`config.mk`:
```
export PLATFORM = sky130hd
export DESIGN_NAME = atf_task_file
export DESIGN_NICKNAME = d
export VERILOG_FILES = /design/src/hw/atf_pkg.sv /design/src/hw/atf_strobe_sync.sv /design/src/hw/atf_task_file.sv
export VERILOG_INCLUDE_DIRS = /design/src /design/src/hw
export SDC_FILE = /design/constraint.sdc
export NUM_CORES = 1
export LEC_CHECK = 0
export BUFFER_PORTS_ARGS = -buffer_cell sky130_fd_sc_hd__buf_2
export CAP_MARGIN = 10
export CORE_MARGIN = 2
export CORE_UTILIZATION = 30
export CTS_CLUSTER_DIAMETER = 120
export DETAILED_ROUTE_END_ITERATION = 8
export PLACE_DENSITY = 0.59
export REMOVE_ABC_BUFFERS = 1
export SETUP_SLACK_MARGIN = 0.02
export SYNTH_ARGS = -nofsm -noshare
export SYNTH_HDL_FRONTEND = slang
export SYNTH_SLANG_ARGS = --single-unit
```
`constraint.sdc`:
```
create_clock -name clk_in -period 2.4 [get_ports clk_in]
set_clock_uncertainty 0.2 [all_clocks]
set_input_delay 0.24 -clock clk_in [delete_from_list [all_inputs] [get_ports clk_in]]
set_output_delay 0.24 -clock clk_in [all_outputs]
set_load 0.1 [all_outputs]
```
`src/hw/atf_regs.svh`:
```
// Purpose: Offsets, field positions and reset values.
// Assumes: Included by the task file decode module.
// Notes:   Definitions only.
`ifndef ATF_REGS_SVH
`define ATF_REGS_SVH
// Command block offsets (command block select asserted).
`define ATF_OFS_DATA      3'h0
`define ATF_OFS_ERRFEAT   3'h1
`define ATF_OFS_SECCNT    3'h2
`define ATF_OFS_SECNUM    3'h3
`define ATF_OFS_CYLLO     3'h4
`define ATF_OFS_CYLHI     3'h5
`define ATF_OFS_DEVHEAD   3'h6
`define ATF_OFS_STATCMD   3'h7
// Control block offsets (control block select asserted).
`define ATF_OFS_ALTCTL    3'h6
`define ATF_OFS_DRVADDR   3'h7
// Device control fields.
`define ATF_DC_RESET      2
`define ATF_DC_IDIS       1
// Device/head fields.
`define ATF_DH_LBA        6
`define ATF_DH_DEV        4
// Status fields.
`define ATF_ST_DREQ       3
// Drive address readback fields.
`define ATF_DA_FLOAT      7
`define ATF_DA_WGATE      6
// Register reset values.
`define ATF_RST_SECCNT    8'h01
`define ATF_RST_SECNUM    8'h01
`define ATF_RST_CYLLO     8'h00
`define ATF_RST_CYLHI     8'h00
`define ATF_RST_DEVHEAD   8'hA0
`define ATF_RST_FEAT      8'h00
`define ATF_RST_DCTL      8'h00
`endif

```
`src/hw/atf_pkg.sv`:
```
// Purpose: Types shared by the task file decode block.
// Assumes: Included header holds the numbers.
// Notes:   Types only.
package atf_pkg;
  typedef enum logic [1:0] {
    ATF_SEL_NONE = 2'b00,
    ATF_SEL_CMD  = 2'b01,
    ATF_SEL_CTL  = 2'b10,
    ATF_SEL_BAD  = 2'b11
  } atf_sel_t;
  typedef enum logic [1:0] {
    ATF_ST_IDLE  = 2'b00,
    ATF_ST_RD    = 2'b01,
    ATF_ST_WR    = 2'b10
  } atf_state_t;
endpackage

```
`src/hw/atf_strobe_sync.sv`:
```
// Purpose: Two-stage synchroniser for host pins and host data lines.
// Assumes: Inputs are asynchronous to clk_in.
// Notes:   The first stage feeds only the second stage.
`timescale 1ns/10ps
`default_nettype none
module atf_strobe_sync #(
  parameter int W = 8
) (
  // Clock and control
  input  wire logic         clk_in,
  input  wire logic         rst_n_in,
  input  wire logic         ce_in,
  // Pins
  input  wire logic [W-1:0] async_in,
  // Synchronised
  output logic      [W-1:0] sync_out
);
  logic [W-1:0] meta_reg;
  logic [W-1:0] sync_reg;
  always_ff @(posedge clk_in) begin
    if (!rst_n_in) begin
      meta_reg <= '1;
      sync_reg <= '1;
    end else if (ce_in) begin
      meta_reg <= async_in;
      sync_reg <= meta_reg;
    end
  end
  assign sync_out = sync_reg;
endmodule // atf_strobe_sync
`default_nettype wire

```
`src/hw/atf_task_file.sv`:
```
// Purpose: Task file register decode of a parallel disk interface device.
// Assumes: Host pins are asynchronous; the drive core runs on clk_in.
// Notes:   Bus access completes on the strobe release seen after sync.
`timescale 1ns/10ps
`default_nettype none
`include "atf_regs.svh"
// What this block does
// - With the jumper fitted, cable select low makes master; open or high makes slave.
// - With no jumper fitted the device acts as master.
// - Command select picks command block, control select picks control block.
// - Command reads 0..7: data, error, count, sector, cyl lo/hi, dh, status.
// - Command writes 0..7: data, features, count, sector, cyl, dh, command.
// - Control offset 6 is alt status/device control, 7 drive address.
// - No select or both selects: bus floats, writes ignored.
// - LBA bits map to sector, cylinder low, cylinder high, head field.
// - At command end cylinder registers take the current cylinder or LBA.
// - Alternate status mirrors status without acknowledging interrupts.
// - A command register write starts the command immediately.
// - Data transfers are 16 bits, ECC bytes 8 bits, PIO only.
// - Data register holds valid data only while data request is set.
// - Soft reset bit set holds the device in reset; clearing releases.
// - Interrupts enabled only when disable bit is zero and selected.
// - Top bit of drive address register is never driven.
// - Write gate bit reads zero while disk write is in progress.
// - Inverted head bits are the complement of the selected head.
// - Low two bits are active-low slave and master selected flags.
// - Device select bit zero targets master, one targets slave.
// - Status register read acknowledges and clears pending interrupt.
// - Address mode bit zero is CHS, one is LBA.
module atf_task_file
  import atf_pkg::*;
(
  // Clock and control
  input  wire logic        clk_in,
  input  wire logic        rst_n_in,
  input  wire logic        ce_in,
  // Host pins
  input  wire logic        command_block_select_n_in,
  input  wire logic        control_block_select_n_in,
  input  wire logic [2:0]  register_address_lines_in,
  input  wire logic        host_read_strobe_n_in,
  input  wire logic        host_write_strobe_n_in,
  input  wire logic [15:0] host_data_in,
  output logic      [15:0] host_data_out,
  output logic      [15:0] host_data_oe_out,
  output logic             host_intrq_out,
  // Drive address straps
  input  wire logic        jumper_fitted_in,
  input  wire logic        cable_select_in,
  // Drive core side
  input  wire logic [7:0]  core_status_in,
  input  wire logic [7:0]  core_error_in,
  input  wire logic [15:0] core_rd_data_in,
  input  wire logic        core_byte_mode_in,
  input  wire logic        core_irq_in,
  input  wire logic        core_done_in,
  input  wire logic [7:0]  core_sector_in,
  input  wire logic [15:0] core_cyl_in,
  input  wire logic [3:0]  core_head_in,
  input  wire logic        core_disk_write_in,
  output logic             core_rd_pop_out,
  output logic             core_wr_push_out,
  output logic [15:0]      core_wr_data_out,
  output logic             cmd_start_out,
  output logic [7:0]       cmd_code_out,
  output logic [7:0]       features_out,
  output logic [7:0]       sector_count_out,
  output logic             lba_mode_out,
  output logic [27:0]      lba_out,
  output logic             device_reset_out,
  output logic             is_slave_out
);
  // Synchronised pins: {cs0, cs1, da[2:0], rd, wr, cable}.
  logic [7:0]  pins_s;
  logic [15:0] data_s;
  atf_strobe_sync #(.W(8)) u_pin_sync (
    .clk_in   (clk_in),
    .rst_n_in (rst_n_in),
    .ce_in    (ce_in),
    .async_in ({command_block_select_n_in, control_block_select_n_in,
                register_address_lines_in, host_read_strobe_n_in,
                host_write_strobe_n_in, cable_select_in}),
    .sync_out (pins_s)
  );
  atf_strobe_sync #(.W(16)) u_dat_sync (
    .clk_in   (clk_in),
    .rst_n_in (rst_n_in),
    .ce_in    (ce_in),
    .async_in (host_data_in),
    .sync_out (data_s)
  );
  logic       cs0_n, cs1_n, rd_n, wr_n, cab;
  logic [2:0] da;
  assign cs0_n = pins_s[7];
  assign cs1_n = pins_s[6];
  assign da    = pins_s[5:3];
  assign rd_n  = pins_s[2];
  assign wr_n  = pins_s[1];
  assign cab   = pins_s[0];

  typedef struct packed {
    atf_state_t  st;
    atf_sel_t    sel;
    logic [2:0]  ofs;
    logic [7:0]  feat;
    logic [7:0]  scnt;
    logic [7:0]  snum;
    logic [7:0]  cyllo;
    logic [7:0]  cylhi;
    logic [7:0]  devhead;
    logic [7:0]  cmd;
    logic [7:0]  dctl;
    logic        irq_pend;
    logic        slave;
    logic [1:0]  strap_cnt;
    logic [15:0] dout;
    logic [15:0] doe;
    logic        intrq;
    logic        rd_pop;
    logic        wr_push;
    logic [15:0] wdata;
    logic        start;
  } atf_state_s_t;
  atf_state_s_t s_reg, s_next;

  logic [7:0] drive_addr;
  logic       selected;
  atf_sel_t   sel_now;
  always_comb begin
    // Chip select decode: one selects a block, both is invalid.
    unique case ({~cs1_n, ~cs0_n})
      2'b01:   sel_now = ATF_SEL_CMD;
      2'b10:   sel_now = ATF_SEL_CTL;
      2'b11:   sel_now = ATF_SEL_BAD;
      default: sel_now = ATF_SEL_NONE;
    endcase
  end
  // Selected when the device select bit matches its role; this gates only the interrupt and the drive address flags.
  assign selected = (s_reg.devhead[`ATF_DH_DEV] == s_reg.slave);
  always_comb begin
    drive_addr = 8'h00;
    drive_addr[`ATF_DA_FLOAT] = 1'b1;
    drive_addr[`ATF_DA_WGATE] = ~core_disk_write_in;
    drive_addr[5:2] = ~s_reg.devhead[3:0];
    drive_addr[1] = ~(selected & s_reg.slave);
    drive_addr[0] = ~(selected & ~s_reg.slave);
  end

  always_comb begin
    s_next = s_reg;
    s_next.rd_pop  = 1'b0;
    s_next.wr_push = 1'b0;
    s_next.start   = 1'b0;
    // Keep sampling the strap until the cable select pin has crossed
    // both synchroniser stages, whose reset value would read as slave.
    if (s_reg.strap_cnt != 2'h3) begin
      s_next.slave     = jumper_fitted_in & cab;
      s_next.strap_cnt = s_reg.strap_cnt + 2'h1;
    end
    // Command end reload of address registers; the head field follows.
    if (core_done_in) begin
      s_next.snum  = core_sector_in;
      s_next.cyllo = core_cyl_in[7:0];
      s_next.cylhi = core_cyl_in[15:8];
      s_next.devhead[3:0] = core_head_in;
    end
    // Set wins over acknowledge.
    if (core_irq_in)
      s_next.irq_pend = 1'b1;
    case (s_reg.st)
      ATF_ST_IDLE: begin
        if (!rd_n && wr_n) begin
          s_next.st  = ATF_ST_RD;
          s_next.sel = sel_now;
          s_next.ofs = da;
          s_next.doe = 16'h0000;
          if (sel_now == ATF_SEL_CMD) begin
            s_next.doe = 16'h00FF;
            case (da)
              `ATF_OFS_DATA: begin
                // Drive the data port only while data is requested.
                if (core_status_in[`ATF_ST_DREQ]) begin
                  s_next.dout = core_rd_data_in;
                  s_next.doe  = core_byte_mode_in ? 16'h00FF
                                                  : 16'hFFFF;
                end else begin
                  s_next.doe  = 16'h0000;
                end
              end
              `ATF_OFS_ERRFEAT: s_next.dout = {8'h00, core_error_in};
              `ATF_OFS_SECCNT:  s_next.dout = {8'h00, s_reg.scnt};
              `ATF_OFS_SECNUM:  s_next.dout = {8'h00, s_reg.snum};
              `ATF_OFS_CYLLO:   s_next.dout = {8'h00, s_reg.cyllo};
              `ATF_OFS_CYLHI:   s_next.dout = {8'h00, s_reg.cylhi};
              `ATF_OFS_DEVHEAD: s_next.dout = {8'h00, s_reg.devhead};
              default: begin
                s_next.dout = {8'h00, core_status_in};
                if (!core_irq_in)
                  s_next.irq_pend = 1'b0;
              end
            endcase
          end else if (sel_now == ATF_SEL_CTL) begin
            if (da == `ATF_OFS_ALTCTL) begin
              s_next.dout = {8'h00, core_status_in};
              s_next.doe  = 16'h00FF;
            end else if (da == `ATF_OFS_DRVADDR) begin
              s_next.dout = {8'h00, drive_addr};
              s_next.doe  = 16'h007F;
            end
          end
        end else if (!wr_n && rd_n) begin
          s_next.st  = ATF_ST_WR;
          s_next.sel = sel_now;
          s_next.ofs = da;
        end
      end
      ATF_ST_RD: begin
        if (rd_n) begin
          s_next.st  = ATF_ST_IDLE;
          s_next.doe = 16'h0000;
          if (s_reg.sel == ATF_SEL_CMD && s_reg.ofs == `ATF_OFS_DATA &&
              s_reg.doe != 16'h0000)
            s_next.rd_pop = 1'b1;
        end
      end
      ATF_ST_WR: begin
        // Latch on release, with the data that was set up before it.
        if (wr_n) begin
          s_next.st = ATF_ST_IDLE;
          if (s_reg.sel == ATF_SEL_CMD) begin
            case (s_reg.ofs)
              `ATF_OFS_DATA: begin
                s_next.wr_push = 1'b1;
                s_next.wdata   = data_s;
              end
              `ATF_OFS_ERRFEAT: s_next.feat    = data_s[7:0];
              `ATF_OFS_SECCNT:  s_next.scnt    = data_s[7:0];
              `ATF_OFS_SECNUM:  s_next.snum    = data_s[7:0];
              `ATF_OFS_CYLLO:   s_next.cyllo   = data_s[7:0];
              `ATF_OFS_CYLHI:   s_next.cylhi   = data_s[7:0];
              `ATF_OFS_DEVHEAD: s_next.devhead = data_s[7:0];
              default: begin
                s_next.cmd   = data_s[7:0];
                s_next.start = 1'b1;
              end
            endcase
          end else if (s_reg.sel == ATF_SEL_CTL &&
                       s_reg.ofs == `ATF_OFS_ALTCTL) begin
            s_next.dctl = data_s[7:0];
          end
        end
      end
      default: s_next.st = ATF_ST_IDLE;
    endcase
    // Interrupt line gated by disable bit and selection.
    s_next.intrq = s_reg.irq_pend & ~s_reg.dctl[`ATF_DC_IDIS] &
                   selected;
    // Soft reset reinitialises the task file except features and command, and keeps device control.
    if (s_reg.dctl[`ATF_DC_RESET]) begin
      s_next.scnt     = `ATF_RST_SECCNT;
      s_next.snum     = `ATF_RST_SECNUM;
      s_next.cyllo    = `ATF_RST_CYLLO;
      s_next.cylhi    = `ATF_RST_CYLHI;
      s_next.devhead  = `ATF_RST_DEVHEAD;
      s_next.irq_pend = 1'b0;
      s_next.start    = 1'b0;
      s_next.wr_push  = 1'b0;
      s_next.intrq    = 1'b0;
    end
  end

  always_ff @(posedge clk_in) begin
    if (!rst_n_in) begin
      s_reg <= '{st: ATF_ST_IDLE, sel: ATF_SEL_NONE, ofs: 3'h0,
                 feat: `ATF_RST_FEAT, scnt: `ATF_RST_SECCNT,
                 snum: `ATF_RST_SECNUM, cyllo: `ATF_RST_CYLLO,
                 cylhi: `ATF_RST_CYLHI, devhead: `ATF_RST_DEVHEAD,
                 cmd: 8'h00, dctl: `ATF_RST_DCTL, irq_pend: 1'b0,
                 slave: 1'b0, strap_cnt: 2'h0, dout: 16'h0000,
                 doe: 16'h0000, intrq: 1'b0, rd_pop: 1'b0,
                 wr_push: 1'b0, wdata: 16'h0000, start: 1'b0};
    end else if (ce_in) begin
      s_reg <= s_next;
    end
  end

  assign host_data_out    = s_reg.dout;
  assign host_data_oe_out = s_reg.doe;
  assign host_intrq_out   = s_reg.intrq;
  assign core_rd_pop_out  = s_reg.rd_pop;
  assign core_wr_push_out = s_reg.wr_push;
  assign core_wr_data_out = s_reg.wdata;
  assign cmd_start_out    = s_reg.start;
  assign cmd_code_out     = s_reg.cmd;
  assign features_out     = s_reg.feat;
  assign sector_count_out = s_reg.scnt;
  assign lba_mode_out     = s_reg.devhead[`ATF_DH_LBA];
  assign lba_out          = {s_reg.devhead[3:0], s_reg.cylhi,
                             s_reg.cyllo, s_reg.snum};
  assign device_reset_out = s_reg.dctl[`ATF_DC_RESET];
  assign is_slave_out     = s_reg.slave;
endmodule // atf_task_file
`default_nettype wire

```
==> impl_metrics.json <==
{
  "status": "complete, no violations",
  "drive_gt1_share_pct": 27.5,
  "crit_path_start_kind": "flop",
  "tns_ns": 0,
  "powerDensity_nw_per_um2": 675,
  "cp_max_fo": 14,
  "grt_use_total_pct": 16.7,
  "pre_cts_ws_ns": 0.285,
  "postCtsSetupBuffers": 0,
  "fin_crit_sh_pct": 91.3,
  "setup_viol": 0,
  "drc": 0,
  "clk_pin_slew_worst_paths_ns": 0.07,
  "power_uw": 6620,
  "clk_path_buf_depth": 2,
  "die_w_um": 168,
  "ys.flop_type": "dfxtp_1",
  "yosysWarnings": 0,
  "hold_viol": 0,
  "numCtsBuffers": 17,
  "syn_area_um2": 8040,
  "wl_met1_mm": 10.7,
  "worst_slew_pin_slew_ns": 0.703,
  "slew_viol_final": 0,
  "top_layer": "met4",
  "totalWireLength_mm": 23.7,
  "first_pass_iters": 8,
  "fp-row-count": 59,
  "wl_met3_mm": 1.75,
  "synthArstFlopShare_pct": 0,
  "hp-class": "in -> reg",
  "fmax_mhz": 456,
  "dpl.hpwl_mm": 17.0,
  "placed_cell_area_um2": 8660,
  "gr-total-overflow": 0,
  "io_pins": 199,
  "fp.dieH_um": 168,
  "antenna_found_initial": 0,
  "cts-root-buf": "clkbuf_16",
  "grt_setup_unrepaired": "false",
  "power_leakage_uw": 0.00441,
  "htree_num_levels": 4,
  "start_util_pct": 30.7,
  "yosysSeqAreaShare_pct": 38.9,
  "ir_drop_mv": 0.334,
  "ant_nets": 0,
  "core_um2": 26200,
  "worstSetupEndpointType": "flop",
  "required_ns": 2.56,
  "worst_skew_pair.late_latency_ns": 0.43,
  "antennaDiodeCount": 0,
  "cp_data_arrival_time_ns": 2.35,
  "final_area_um2": 9810,
  "maxSlewHeadroom_pct": 53.1,
  "dr_wl_met2_mm": 11.0,
  "nets": 1140,
  "fill_cells": 2666,
  "cts.repair.resized": 0,
  "fin_ws_ns": 0.209,
  "dieArea_um2": 28100,
  "cts_sinks": 156,
  "synth-edff-count": 0,
  "critPathKind": "reg -> reg",
  "grt_pass1_vias": 6445,
  "period_needed_ns": 2.19,
  "gp_congestion": 0.816,
  "cts_tree": "yes",
  "wl_per_cell_um": 17.1,
  "synthCells": 907,
  "first_iter_violations": 551,
  "synth-seq-cells": 156,
  "maxCapViolations": 0,
  "ys_types": 56,
  "grt_start_max_net_pins": 39,
  "largest_register_ffs": 28,
  "synth_area_per_cell_um2": 8.86,
  "grt_pass1_wl_mm": 36.6,
  "dr_total_vias": 6626,
  "port_buffers": 198,
  "via_per_inst": 4.77,
  "synthToLayoutAreaGrowth_pct": 22.1
}
final timing paths:
path,startpoint,end,slack (ns),cells past startpoint
max,u_pin_sync.sync_out[7],host_data_out[6],0.21,8
min,ce_in,u_pin_sync.sync_out[2],0.02,3
max reg2reg,u_pin_sync.sync_out[7],host_data_out[6],0.21,8
min reg2reg,host_data_out[15],host_data_out[15],0.25,2
cell families after synthesis:
family,count (synthesis),synth area share [%]
fa+ha+maj,8,1.25
buf+inv,181,13.9
flops,156,38.9
simple gates,269,16.5
mux,124,15.6
compound gates,168,13.7
xor+xnor,1,0.109
cell type report:
type                            instances  area [µm²]  share of cell area (%)
Multi-Input combinational cell        570        3800                    38.8
Sequential cell                       156        3120                    31.9
Timing Repair Buffer                  281        1770                    18.1
Clock buffer                           18         429                    4.38
Tap cell                              335         419                    4.27
Clock inverter                         14         210                    2.14
Inverter                               14        52.6                   0.536
per-stage QoR:
stage | hold slack (ns) | cells | util [%]
CTS | 0.00373 | 1388 | 37.4
finish | 0.0157 | 1388 | 37.4
floorplan | 0.102 | 740 | -
detailed placement | 0.244 | 1305 | 33.0
global route | 0.0294 | 1388 | 37.4
global placement | 0.235 | 1305 | 33.0
metal layers:
| metal | up-vias | GRT usage [%] |
|---|---|---|
| met2 | 231 | 27.3 |
| met1 | 3081 | 21.9 |
| met3 | 17 | 4.61 |
| li1 | 3297 | - |
| met5 | - | 0 |
| met4 | 0 | 3.86 |
report_power, final:
group	internal (µW)	leakage, µW	switching (µW)
combinational	343	0.00283	547
sequential	2670	0.00127	107
clock	1770	0.000306	1180
total	4790	0.00441	1840
worst max-delay path, stage by stage, from the launching register on:
cell and delay, ns:
dfxtp_1 0.35, inv_1 0.09, ha_1 0.21, buf_4 0.20
nor2_1 0.11, buf_4 0.17, o211ai_1 0.09, dlygate4sd3_1 0.56
a31oi_1 0.15
cell usage after synthesis, types with 2 or more instances:
cell	number	share of area, %
and2_1	5	0.39
a21boi_0	19	1.8
nand2b_1	7	0.54
nor3_1	5	0.31
a211oi_1	7	0.65
nor4_1	2	0.16
mux2_2	13	1.8
nand3b_1	2	0.19
o31ai_1	2	0.19
nand4b_1	3	0.33
a22oi_1	2	0.19
a21boi_1	10	0.93
ha_1	8	1.2
o21a_1	3	0.28
o21ai_0	44	2.7
nor2b_1	33	2.6
a2bb2oi_1	2	0.22
a22o_1	6	0.65
buf_4	107	10
o311ai_0	2	0.22
a31oi_1	4	0.31
and3_1	3	0.23
and4_1	2	0.22
a21oi_1	32	2.0
nand2_1	141	6.6
nand3_1	16	1.0
o221ai_1	13	1.4
clkbuf_1	39	1.8
o211ai_1	19	1.8
buf_2	18	1.1
nor2_1	33	1.5
buf_6	2	0.28
dfxtp_1	156	39
mux2i_1	111	14
inv_1	13	0.61
nor3_2	3	0.37
cells in the final DEF, fill, tap and decap left out, drive strengths merged, types with 17 or more instances in the layout:
cell,count
buf,230
dfxtp,156
nand2,141
mux2i,111
dlygate4sd3,51
o21ai,44
nor2,33
nor2b,33
a21oi,32
a21boi,29
o211ai,19
inv,19
clkbuf,18
nand3,17
timing repair:
action | CTS | global route
hold buffers | 51 | 0
hold endpoints to repair | 49 | 0
setup endpoints to repair | 0 | 0
(Power assumes the default switching activity.)
